===== src/pkg/dma_chan_pkg.sv =====
// Shared constants, field layouts and carrier types of the channel register front end
package dma_chan_pkg;

    // ------------------------------------------------------------
    // Widths
    // ------------------------------------------------------------
    localparam int ADDR_W   = 32;
    localparam int DATA_W   = 32;
    localparam int HALF_W   = 16;
    localparam int IDX_W    = 3;
    localparam int ALIGN_W  = 2;
    localparam int SEL_W    = 8;

    // ------------------------------------------------------------
    // Register offsets and indices
    // ------------------------------------------------------------
    localparam logic [ADDR_W-1:0] OFS_CONTROL   = 32'h0000_0000;
    localparam logic [ADDR_W-1:0] OFS_STATUS    = 32'h0000_0004;
    localparam logic [ADDR_W-1:0] OFS_RESERVED  = 32'h0000_0008;
    localparam logic [ADDR_W-1:0] OFS_CMD_PTR   = 32'h0000_000c;
    localparam logic [ADDR_W-1:0] OFS_INT_SEL   = 32'h0000_0010;
    localparam logic [ADDR_W-1:0] OFS_BRANCH_SEL = 32'h0000_0014;
    localparam logic [ADDR_W-1:0] OFS_WAIT_SEL  = 32'h0000_0018;
    localparam logic [ADDR_W-1:0] REG_WINDOW    = 32'h0000_001c;

    localparam logic [IDX_W-1:0]  IDX_CONTROL    = OFS_CONTROL[IDX_W+1:ALIGN_W];
    localparam logic [IDX_W-1:0]  IDX_STATUS     = OFS_STATUS[IDX_W+1:ALIGN_W];
    localparam logic [IDX_W-1:0]  IDX_RESERVED   = OFS_RESERVED[IDX_W+1:ALIGN_W];
    localparam logic [IDX_W-1:0]  IDX_CMD_PTR    = OFS_CMD_PTR[IDX_W+1:ALIGN_W];
    localparam logic [IDX_W-1:0]  IDX_INT_SEL    = OFS_INT_SEL[IDX_W+1:ALIGN_W];
    localparam logic [IDX_W-1:0]  IDX_BRANCH_SEL = OFS_BRANCH_SEL[IDX_W+1:ALIGN_W];
    localparam logic [IDX_W-1:0]  IDX_WAIT_SEL   = OFS_WAIT_SEL[IDX_W+1:ALIGN_W];

    // ------------------------------------------------------------
    // Status word fields
    // ------------------------------------------------------------
    localparam int BIT_GO    = 15;
    localparam int BIT_HOLD  = 14;
    localparam int BIT_FLUSH = 13;
    localparam int BIT_WAKE  = 12;
    localparam int BIT_FATAL = 11;
    localparam int BIT_EXEC  = 10;
    localparam int BIT_BT    = 8;
    localparam int MASK_LSB  = 16;

    localparam logic [HALF_W-1:0] SW_FREE_MASK     = 16'hc0ff;
    localparam logic [HALF_W-1:0] SW_SET_ONLY_MASK = 16'h3000;
    localparam logic [HALF_W-1:0] STATUS_RESET     = 16'h0000;
    localparam logic [HALF_W-1:0] STATUS_PAD       = 16'h0000;
    localparam logic [DATA_W-1:0] ZERO_WORD        = 32'h0000_0000;
    localparam logic [DATA_W-1:0] PTR_ALIGN_MASK   = 32'hffff_fff0;

    // ------------------------------------------------------------
    // Carrier types
    // ------------------------------------------------------------
    typedef struct packed {
        logic              wr;
        logic [ADDR_W-1:0] addr;
        logic [DATA_W-1:0] wdata;
    } reg_req_t;

    typedef struct packed {
        logic fetch_done;
        logic flush_done;
        logic stop_done;
        logic fatal;
        logic branch_done;
        logic branch_taken;
    } engine_evt_t;

    typedef enum logic [1:0] {
        CH_STOPPED = 2'h0,
        CH_RUNNING = 2'h1,
        CH_PAUSED  = 2'h3,
        CH_IDLE    = 2'h2
    } chan_state_t;

endpackage


===== src/logic/offset_decoder.sv =====
// Address to channel register index decoder
`timescale 1ns/1ps
module offset_decoder
    import dma_chan_pkg::*;
(
    input  wire logic [ADDR_W-1:0] addr,
    input  wire logic [ADDR_W-1:0] base,
    input  wire logic              bare_offset,
    output logic                   hit,
    output logic [IDX_W-1:0]       idx
);

    logic [ADDR_W-1:0] ofs;

    always_comb begin
        // RULE_02 bare offset
        // RULE_03 base plus offset
        ofs = bare_offset ? addr : addr - base;
        // RULE_14 window only
        hit = (ofs < REG_WINDOW) && (ofs[ALIGN_W-1:0] == '0);
        idx = ofs[IDX_W+ALIGN_W-1:ALIGN_W];
    end

endmodule


===== src/logic/masked_update.sv =====
// Masked update of the software controllable status bits
`timescale 1ns/1ps
module masked_update
    import dma_chan_pkg::*;
(
    input  wire logic [HALF_W-1:0] cur,
    input  wire logic [HALF_W-1:0] write_bit_mask,
    input  wire logic [HALF_W-1:0] write_bit_values,
    output logic [HALF_W-1:0]      nxt
);

    logic [HALF_W-1:0] eff;

    always_comb begin
        // RULE_11 limited bits
        eff = (write_bit_mask & SW_FREE_MASK)
            | (write_bit_mask & write_bit_values & SW_SET_ONLY_MASK);
        // RULE_07 copy masked bits
        nxt = (cur & ~eff) | (write_bit_values & eff);
    end

endmodule


===== src/logic/dma_channel_regs.sv =====
// Channel register front end with host and command processor access
`timescale 1ns/1ps

// Summary of operation
// RULE_01 - Decode seven channel register offsets
// RULE_02 - Register-space commands use bare offsets
// RULE_03 - Host and system commands add base
// RULE_04 - Status resets zero; control reads zero
// RULE_05 - Pointer stored when idle; selects always
// RULE_06 - Upper control half is bit mask
// RULE_07 - Masked data bits copied into status
// RULE_08 - Software changes status only via control
// RULE_09 - Control bits readable in status word
// RULE_10 - Status word writes are discarded
// RULE_11 - Read-only and one-way bits protected
// RULE_12 - Status exposed; upper half zero
// RULE_13 - Pointer holds command list location
// RULE_14 - Device registers lie outside decode
// RULE_15 - Reserved slot reads zero, ignores writes
// RULE_16 - Go bit starts, clearing aborts
// RULE_17 - Hold bit suspends, clears executing
// RULE_18 - Wake refetches; cleared after fetch
// RULE_19 - Fatal halt cleared when go cleared
module dma_channel_regs
    import dma_chan_pkg::*;
#(
    parameter logic [ADDR_W-1:0] CHANNEL_BASE = 32'h0000_0000
)
(
    input  wire logic              clock,
    input  wire logic              rst_n,
    input  wire logic              clk_en,
    input  wire logic              host_sel,
    input  wire reg_req_t          host_req,
    output logic [DATA_W-1:0]      host_rdata,
    output logic                   host_ack,
    input  wire logic              cmd_sel,
    input  wire logic              cmd_regs_space,
    input  wire reg_req_t          cmd_req,
    output logic [DATA_W-1:0]      cmd_rdata,
    output logic                   cmd_ack,
    input  wire engine_evt_t       eng_evt,
    output logic [HALF_W-1:0]      status_bits,
    output logic                   executing_flag,
    output logic [DATA_W-1:0]      command_list_pointer_low,
    output logic [DATA_W-1:0]      interrupt_condition_select,
    output logic [DATA_W-1:0]      branch_condition_select,
    output logic [DATA_W-1:0]      wait_condition_select
);

    // ------------------------------------------------------------
    // Declarations
    // ------------------------------------------------------------
    logic              host_hit;
    logic [IDX_W-1:0]  host_idx;
    logic              cmd_hit;
    logic [IDX_W-1:0]  cmd_idx;
    logic              host_take;
    logic              cmd_take;
    logic              acc_take;
    logic              acc_wr;
    logic [IDX_W-1:0]  acc_idx;
    logic [DATA_W-1:0] acc_wdata;
    logic              ctrl_write;
    logic              ptr_write;
    logic [HALF_W-1:0] status_reg;
    logic [HALF_W-1:0] status_hw;
    logic [HALF_W-1:0] status_sw;
    logic [HALF_W-1:0] status_next;
    logic [DATA_W-1:0] ptr_reg;
    logic [DATA_W-1:0] int_sel_reg;
    logic [DATA_W-1:0] branch_sel_reg;
    logic [DATA_W-1:0] wait_sel_reg;
    chan_state_t       state_reg;
    chan_state_t       state_next;

    // ------------------------------------------------------------
    // Address decode
    // ------------------------------------------------------------
    // RULE_03 host adds base
    offset_decoder u_host_dec (
        .addr        (host_req.addr),
        .base        (CHANNEL_BASE),
        .bare_offset (1'b0),
        .hit         (host_hit),
        .idx         (host_idx)
    );

    // RULE_02 command key choice
    offset_decoder u_cmd_dec (
        .addr        (cmd_req.addr),
        .base        (CHANNEL_BASE),
        .bare_offset (cmd_regs_space),
        .hit         (cmd_hit),
        .idx         (cmd_idx)
    );

    // ------------------------------------------------------------
    // Access selection
    // ------------------------------------------------------------
    always_comb begin
        host_take = clk_en && host_sel && host_hit;
        cmd_take  = clk_en && cmd_sel && cmd_hit && !host_sel;
        acc_take  = host_take || cmd_take;
        acc_wr    = host_take ? host_req.wr : cmd_req.wr;
        acc_idx   = host_take ? host_idx : cmd_idx;
        acc_wdata = host_take ? host_req.wdata : cmd_req.wdata;
        // RULE_01 register decode
        // RULE_08 control port only
        ctrl_write = acc_take && acc_wr && (acc_idx == IDX_CONTROL);
        ptr_write  = acc_take && acc_wr && (acc_idx == IDX_CMD_PTR);
    end

    // ------------------------------------------------------------
    // Status update
    // ------------------------------------------------------------
    always_comb begin
        status_hw = status_reg;
        // RULE_18 wake cleared
        if (eng_evt.fetch_done) begin
            status_hw[BIT_WAKE] = 1'b0;
        end
        if (eng_evt.flush_done) begin
            status_hw[BIT_FLUSH] = 1'b0;
        end
    end

    // RULE_06 mask upper half
    masked_update u_mask (
        .cur              (status_hw),
        .write_bit_mask   (acc_wdata[DATA_W-1:MASK_LSB]),
        .write_bit_values (acc_wdata[HALF_W-1:0]),
        .nxt              (status_sw)
    );

    always_comb begin
        // RULE_10 status writes dropped
        status_next = ctrl_write ? status_sw : status_hw;
        // RULE_19 fatal cleared on abort
        if (status_reg[BIT_GO] && !status_next[BIT_GO]) begin
            status_next[BIT_FATAL] = 1'b0;
        end
        if (eng_evt.fatal && status_reg[BIT_GO]) begin
            status_next[BIT_FATAL] = 1'b1;
        end
        if (eng_evt.branch_done) begin
            status_next[BIT_BT] = eng_evt.branch_taken;
        end
        // RULE_17 executing follows state
        status_next[BIT_EXEC] = (state_next == CH_RUNNING);
    end

    // ------------------------------------------------------------
    // Channel state
    // ------------------------------------------------------------
    always_comb begin
        state_next = state_reg;
        case (state_reg)
            CH_STOPPED: begin
                // RULE_16 go starts channel
                if (status_next[BIT_GO] && !status_next[BIT_FATAL]) begin
                    state_next = status_next[BIT_HOLD] ? CH_PAUSED : CH_RUNNING;
                end
            end
            CH_RUNNING: begin
                if (!status_next[BIT_GO] || status_next[BIT_FATAL]) begin
                    state_next = CH_STOPPED;
                end else if (status_next[BIT_HOLD]) begin
                    state_next = CH_PAUSED;
                end else if (eng_evt.stop_done) begin
                    state_next = CH_IDLE;
                end
            end
            CH_PAUSED: begin
                // RULE_17 resume on release
                if (!status_next[BIT_GO]) begin
                    state_next = CH_STOPPED;
                end else if (!status_next[BIT_HOLD]) begin
                    state_next = CH_RUNNING;
                end
            end
            CH_IDLE: begin
                // RULE_18 wake refetch
                if (!status_next[BIT_GO]) begin
                    state_next = CH_STOPPED;
                end else if (status_next[BIT_HOLD]) begin
                    state_next = CH_PAUSED;
                end else if (status_next[BIT_WAKE]) begin
                    state_next = CH_RUNNING;
                end
            end
            default: begin
                state_next = CH_STOPPED;
            end
        endcase
    end

    always_ff @(posedge clock or negedge rst_n) begin
        if (!rst_n) begin
            state_reg <= CH_STOPPED;
        end else if (clk_en) begin
            state_reg <= state_next;
        end
    end

    // RULE_04 status resets zero
    // RULE_09 control bits visible
    always_ff @(posedge clock or negedge rst_n) begin
        if (!rst_n) begin
            status_reg <= STATUS_RESET;
        end else if (clk_en) begin
            status_reg <= status_next;
        end
    end

    // ------------------------------------------------------------
    // Pointer and select registers
    // ------------------------------------------------------------
    // RULE_05 store when idle
    // RULE_13 command list location
    always_ff @(posedge clock or negedge rst_n) begin
        if (!rst_n) begin
            ptr_reg <= ZERO_WORD;
        end else if (ptr_write && !status_reg[BIT_EXEC]) begin
            ptr_reg <= acc_wdata & PTR_ALIGN_MASK;
        end
    end

    // RULE_05 selects always stored
    always_ff @(posedge clock or negedge rst_n) begin
        if (!rst_n) begin
            int_sel_reg    <= ZERO_WORD;
            branch_sel_reg <= ZERO_WORD;
            wait_sel_reg   <= ZERO_WORD;
        end else if (acc_take && acc_wr) begin
            if (acc_idx == IDX_INT_SEL) begin
                int_sel_reg <= acc_wdata;
            end
            if (acc_idx == IDX_BRANCH_SEL) begin
                branch_sel_reg <= acc_wdata;
            end
            if (acc_idx == IDX_WAIT_SEL) begin
                wait_sel_reg <= acc_wdata;
            end
        end
    end

    // ------------------------------------------------------------
    // Read path
    // ------------------------------------------------------------
    function automatic logic [DATA_W-1:0] read_word(input logic [IDX_W-1:0] i);
        case (i)
            // RULE_12 upper half zero
            IDX_STATUS:     read_word = {STATUS_PAD, status_reg};
            IDX_CMD_PTR:    read_word = ptr_reg;
            IDX_INT_SEL:    read_word = int_sel_reg;
            IDX_BRANCH_SEL: read_word = branch_sel_reg;
            IDX_WAIT_SEL:   read_word = wait_sel_reg;
            // RULE_04 control reads zero
            // RULE_15 reserved reads zero
            default:        read_word = ZERO_WORD;
        endcase
    endfunction

    always_ff @(posedge clock or negedge rst_n) begin
        if (!rst_n) begin
            host_ack   <= 1'b0;
            host_rdata <= ZERO_WORD;
        end else if (clk_en) begin
            host_ack   <= host_take;
            host_rdata <= (host_take && !host_req.wr) ? read_word(host_idx) : ZERO_WORD;
        end
    end

    always_ff @(posedge clock or negedge rst_n) begin
        if (!rst_n) begin
            cmd_ack   <= 1'b0;
            cmd_rdata <= ZERO_WORD;
        end else if (clk_en) begin
            cmd_ack   <= cmd_take;
            cmd_rdata <= (cmd_take && !cmd_req.wr) ? read_word(cmd_idx) : ZERO_WORD;
        end
    end

    // ------------------------------------------------------------
    // Output assignment
    // ------------------------------------------------------------
    always_comb begin
        status_bits                = status_reg;
        executing_flag             = status_reg[BIT_EXEC];
        command_list_pointer_low   = ptr_reg;
        interrupt_condition_select = int_sel_reg;
        branch_condition_select    = branch_sel_reg;
        wait_condition_select      = wait_sel_reg;
    end
endmodule


===== config.mk =====
export PLATFORM = sky130hd
export DESIGN_NAME = dma_channel_regs
export DESIGN_NICKNAME = d
export VERILOG_FILES = /design/src/pkg/dma_chan_pkg.sv /design/src/logic/offset_decoder.sv /design/src/logic/masked_update.sv /design/src/logic/dma_channel_regs.sv
export SDC_FILE = /design/constraint.sdc
export NUM_CORES = 1
export LEC_CHECK = 0
export BUFFER_PORTS_ARGS = -buffer_cell sky130_fd_sc_hd__buf_2
export CELL_PAD_IN_SITES_DETAIL_PLACEMENT = 0
export CELL_PAD_IN_SITES_GLOBAL_PLACEMENT = 1
export CORE_MARGIN = 10
export CORE_UTILIZATION = 38
export DETAILED_ROUTE_END_ITERATION = 8
export MAX_ROUTING_LAYER = met4
export PLACE_DENSITY_LB_ADDON = 0.1
export SYNTH_ARGS = -nofsm -noshare
export SYNTH_HDL_FRONTEND = slang
export SYNTH_SLANG_ARGS = --single-unit

===== constraint.sdc =====
create_clock -name clock -period 1.75 [get_ports clock]
set_input_delay 0.2625 -clock clock [delete_from_list [all_inputs] [get_ports clock]]
set_output_delay 0.2625 -clock clock [all_outputs]
set_load 0.01 [all_outputs]

**Yosys cells after proc, flatten, opt, wreduce, memory -nomap -nowiden**

Cells that the tools add are included.

- Flip-flop bits (word level): 208
- Input port bits: 142
- Output and inout bits: 211
- Word-level logic and storage cells: 96

- Order comparisons: 2
- Eq/ne operators: 18
- Multiplexer cells: 24
- Bitwise gates (word level): 6
- Reduce and logical (&&, ||, !) cells: 34

Operators by type and width:

| cell | count |
|---|---|
| $pmux W32 S5 | 2 |
| $mux W32 | 3 |
| $lt A32 B5 Y1 const B | 2 |
| $and A16 B16 Y16 | 2 |
| $eq A3 B3 Y1 const B | 9 |
| $mux W2 | 10 |
| $logic_and A1 B1 Y1 | 16 |
| $mux W16 | 1 |
| $not A16 Y16 | 1 |
| $or A16 B14 Y16 | 1 |
| $or A16 B16 Y16 | 1 |
| $and A14 B14 Y14 | 1 |
| $reduce_and A2 Y1 | 5 |
| $eq A3 B2 Y1 const B | 3 |
| $pmux W2 S4 | 1 |
| $eq A3 B1 Y1 const B | 2 |
| $logic_not A1 Y1 | 6 |
| $logic_not A2 Y1 | 3 |
| $mux W1 | 6 |
| $eq A2 B1 Y1 const B | 2 |
| $eq A2 B2 Y1 const B | 2 |
| $logic_not A3 Y1 | 1 |
| $mux W3 | 1 |
| $logic_or A1 B1 Y1 | 2 |
| $reduce_bool A2 Y1 | 1 |

**Longest topological paths before layout**

- Depth in word-level cells: 19
- Gate-level depth with buffers: 11
- Mapped depth without buffers: 8

**Hierarchy**

A second synthesis with hierarchy kept.

- Cell total of the unflattened synthesis: 1701
- Area total of the unflattened synthesis: 14958.1 um^2

By module, submodules not included:

| module | times used | cells an instance | area each (um^2) |
|---|---|---|---|
| dma_channel_regs | 1 | 992 | 10274.9 |
| offset_decoder at u_host_dec | 1 | 351 | 2258.4 |
| offset_decoder at u_cmd_dec | 1 | 342 | 2229.6 |
| masked_update | 1 | 16 | 195.2 |

**Worst setup path before layout**

Ideal clock, no wire load.

- Path type: input -> register
- Start: in host_req[40] in the netlist's numbering
- End: reg state_reg[1]
- Library setup time: 121 ps
- Arrival: 2425 ps
- Required time: 1629 ps
- Slack: -796 ps
- Stages on the path: 9
- Buffers on the path: 1
- Cell sequence: nor4_1 nand4_1 nor3_1 buf_2 mux2_1 a2bb2oi_1 and3b_1 a221o_1 a22o_1

- Word-level cells in the longest chain between the ends: 17

RTL lines:

| element | RTL line | source |
|---|---|---|
| start: declaration | dma_channel_regs.sv:34 | `input wire reg_req_t host_req,` |
| $lt A32 B5 Y1 (*) | offset_decoder.sv:20 | `hit = (ofs < REG_WINDOW) && (ofs[ALIGN_W-1:0] == '0);` |
| $logic_and A1 B1 Y1 (*) | offset_decoder.sv:20 |  |
| $logic_and A1 B1 Y1 (*) | dma_channel_regs.sv:102 | `host_take = clk_en && host_sel && host_hit;` |
| $mux W32 | dma_channel_regs.sv:107 | `acc_wdata = host_take ? host_req.wdata : cmd_req.wdata;` |
| $or A16 B14 Y16 | masked_update.sv:17 | `\| (write_bit_mask & write_bit_values & SW_SET_ONLY_MASK);` |
| $not A16 Y16 | masked_update.sv:19 | `nxt = (cur & ~eff) \| (write_bit_values & eff);` |
| $and A16 B16 Y16 | masked_update.sv:19 |  |
| $or A16 B16 Y16 | masked_update.sv:19 |  |
| $mux W16 (*) | dma_channel_regs.sv:138 | `status_next = ctrl_write ? status_sw : status_hw;` |
| $logic_not A1 Y1 | n/a |  |
| $logic_and A1 B1 Y1 | dma_channel_regs.sv:140 | `if (status_reg[BIT_GO] && !status_next[BIT_GO]) begin` |
| $mux W1 | dma_channel_regs.sv:140 |  |
| $mux W1 | dma_channel_regs.sv:143 | `if (eng_evt.fatal && status_reg[BIT_GO]) begin` |
| $logic_not A1 Y1 | dma_channel_regs.sv:161 | `if (status_next[BIT_GO] && !status_next[BIT_FATAL]) begin` |
| $logic_and A1 B1 Y1 | dma_channel_regs.sv:161 |  |
| $mux W2 | dma_channel_regs.sv:161 |  |
| $pmux W2 S4 (*) | dma_channel_regs.sv:158 | `case (state_reg)` |
| end signal: assignment | dma_channel_regs.sv:202 | `state_reg <= state_next;` |
| end: declaration | dma_channel_regs.sv:74 | `chan_state_t state_reg;` |

Mark *: on every way between the ends. The rest lies on a longest branch, timed or not. The select of a mux whose other input is x is not followed.
A chain may end at the register's enable or synchronous reset.

**Final worst setup path**

- Start: in host_req[51] in the netlist's numbering
- End: reg state_reg[1]

Same word-level chain as after synthesis.

==> flow_metrics.py <==
metrics = {
    "clock_network": {
        "worstSkewPairLatency_ps": 540,
        "cts-root-buf": "clkbuf_16",
        "cts_tree": "built",
        "h-tree-depth": 1,
        "cts_sinks": 207,
        "cts_buffer_depth": 3,
        "clk_pin_slew_worst_paths_ps": 60,
        "cts_buffers": 24,
    },
    "synth": {
        "ys_types": 45,
        "synth_edf_count": 0,
        "synth.most_common_cell": "dfrtp_1",
        "yosys.area.top_type": "dfrtp_1",
        "avgSynthCellArea_um2": 10.12,
        "ys_top_cells_by_count": "207 x dfrtp_1, 166 x nand2_1, 152 x o21ai_0",
        "synth.area.top_cells": "dfrtp_1 52%, o21ai_0 7.7%, nand2_1 6.3%, mux2i_1 5.6%, o2bb2ai_1 5.4%",
        "async_flop_share": 1.000,
        "ys_ff_latch": 207,
        "yosys_most_used_dff": "dfrtp_1",
        "synth_top_area_share": 0.5236,
        "synthesis.area_um2": 9893,
        "post_synth_inst_count": 978,
        "yosysWarnings": 0,
        "yosysSeqAreaShare": 0.5236,
    },
    "critical_path": {
        "path_common_cell": "buf_6",
        "crit_family": "compound AO/OA/AOI/OAI gates",
        "worstReg2RegStart": "state_reg[1]",
        "crit_path_cell_trace": "buf_8 -> nor4_4 -> nand4_1 -> buf_6 -> buf_6 -> nor3_4 -> buf_6 -> mux2i_4 -> o311ai_1 -> a221o_1 -> a22o_1",
        "crit_buf_inv": 4,
        "worstSetupEndpointType": "flop",
        "worstPathRequired_ps": 2160,
        "r2r.worst_path.cells": 5,
        "setup.worst_path.class": "in2reg",
        "critPathSlowestCell": "a221o_1",
        "cp_max_fo": 4,
        "reg2reg_to": "status_bits[10]",
        "reg2reg_slack_ps": 300,
        "arrival_ps": 2360,
        "critPathMaxStageDelay_ps": 330,
        "cp-start-kind": "primary input",
    },
    "hold_path": {
        "hold_end": "status_bits[11]",
        "hold-path-cell-count": 2,
        "worstHoldStart": "eng_evt[2]",
        "min_path_type": "in2reg",
    },
    "cells_and_area": {
        "syn_to_final_growth_pct": 63.20,
        "seq_area_um2": 5180,
        "fin_util": 0.6357,
        "final_layout_size_suffix_gt1_frac": 0.5600,
        "nFillCells": 2146,
        "multi_input_area_um2": 5753,
        "finalNetCount": 1575,
    },
    "routing": {
        "post-route-drc-count": 0,
        "dr.pass1.iters": 5,
        "wl_per_cell_um": 27.14,
        "vias_per_cell": 5.899,
        "drtIter0Drc": 892,
        "finalWirelength_um": 48330,
        "drtAntennaViolNets": 0,
        "vias": 10510,
    },
    "run": {
        "maxCapViolations": 0,
    },
    "placed_design": {
        "hpwl_um": 31400,
        "routabilityCongestion": 0.9059,
        "numPortBuffers": 346,
    },
    "sta": {
        "setup_slack_ps": -196.0,
        "setup_viol": 136,
        "finalMaxSlewViolations": 0,
        "tightest_slew_ps": 742.8,
        "rsz0062_at_grt": "yes",
        "clock_skew_ps": 26.77,
        "fmax_ghz": 0.5139,
        "final-hold-violation-count": 0,
        "post-route-min-period_ps": 1946,
        "tns_ps": -17440,
        "period_share": 1.112,
        "slew-limit-headroom": 0.5038,
    },
    "grt": {
        "grt_pass1_wl_um": 68960,
        "grt_max_degree": 74,
        "grt_overflow": 0,
        "grt_pass1_vias": 10520,
        "grt_antenna_before_repair": 1,
        "grt_use_total": 0.2768,
    },
    "die": {
        "fp.dieH_um": 181.4,
        "top_level_ports": 353,
        "coreArea_um2": 25400,
        "fp.dieW_um": 181.4,
        "rows": 58,
        "start_util": 0.3895,
        "die-area_um2": 32890,
    },
    "power_and_ir_drop": {
        "peakVddDrop_mv": 0.7665,
        "p_per_area_nw_per_um2": 691.1,
        "power_leakage_nw": 7.656,
    },
    "outcome": {
        "outcome": "finished with violations",
        "violations": "setup timing",
    },
}
[cells by family (layout without fill, tap and decap cells)]
family          after synthesis  in the layout  synth area share
compound gates              365            365            0.2526
flops                       207            207            0.5236
buf+inv                      89            556           0.03655
other cells                   1              6         0.0003790
simple gates                237            238            0.1040
mux                          79             79           0.08296
[placed cells by master (no fill, tap or decap), drive strengths merged, types with 2 or more instances in the layout]
cell and n:
clkinv 7, nor4b 3, nor3 8, a31oi 3, a22oi 34, o21ai 161
o31ai 9, a22o 39, nor2 18, nor4 14, bufinv 4, inv 4
mux2 24, mux2i 55, nand4 5, a21oi 6, and2 5, a32o 5
o22ai 5, buf 496, conb 5, dfrtp 207, nor2b 9, nand3 4
a221oi 34, nand2 167, nand2b 2, dlygate4sd3 2, clkbuf 43, o2bb2ai 61
a21o 2
[layout make-up]
type / instances / share of cell area
Inverter: 5 / 0.001240
Antenna cell: 1 / 0.0001550
Multi-Input combinational cell: 687 / 0.3563
Sequential cell: 207 / 0.3208
Timing Repair Buffer: 508 / 0.2449
Tap cell: 330 / 0.02557
Clock buffer: 33 / 0.04053
Clock inverter: 10 / 0.01046
[through the flow]
step	instance area, um2	worst slack, ps	total power, mW	hold WS, ps	cells
2_1_floorplan	10580	-642.1	5.198	-33.09	982
3_3_place_gp	13380	-796.4	5.815	183.7	1687
3_5_place_dp	13380	-803.2	5.820	183.3	1687
4_1_cts	15430	-146.2	11.14	20.96	1772
5_1_grt	16150	-269.7	11.45	17.26	1781
6_report	16150	-196.0	11.16	27.40	1781
[layer usage]
layer,vias to the layer above,share of wire,global-route usage
li1,4608,-,-
met1,5295,0.42,0.3718
met2,513,0.48,0.4352
met3,91,0.073,0.03976
met4,0,0.024,0.06313
met5,-,0,-
[what timing repair did]
| item | 4_1_cts | 5_1_grt |
|---|---|---|
| setup endpoints to repair | 136 | 141 |
| cloned | 16 | 12 |
| resized for setup | 180 | 190 |
| pin swaps | 56 | 62 |
| hold buffers | 2 | 0 |
| buffers inserted | 24 | 6 |
| hold endpoints to repair | 93 | 0 |
[report_power, final]
| part | leakage, nW | internal, mW | switching, mW |
|---|---|---|---|
| Combinational | 4.37 | 0.391 | 0.627 |
| Sequential | 2.88 | 4.79 | 0.0112 |
| Clock | 0.402 | 3.21 | 2.12 |
| Total | 7.66 | 8.40 | 2.76 |
[how the worst max path moves through the flow]
stage	cells past startpoint	start	slack [ps]	to
after detailed placement	10	host_req[47]	-800	state_reg[1]
after global routing	11	host_req[51]	-270	state_reg[1]
final	11	host_req[51]	-200	state_reg[1]
after floorplan	9	host_req[53]	-640	state_reg[1]
after CTS	12	host_req[51]	-150	state_reg[1]
after global placement	10	cmd_req[62]	-800	state_reg[1]
No activity file was read; power rests on OpenSTA's default activity.
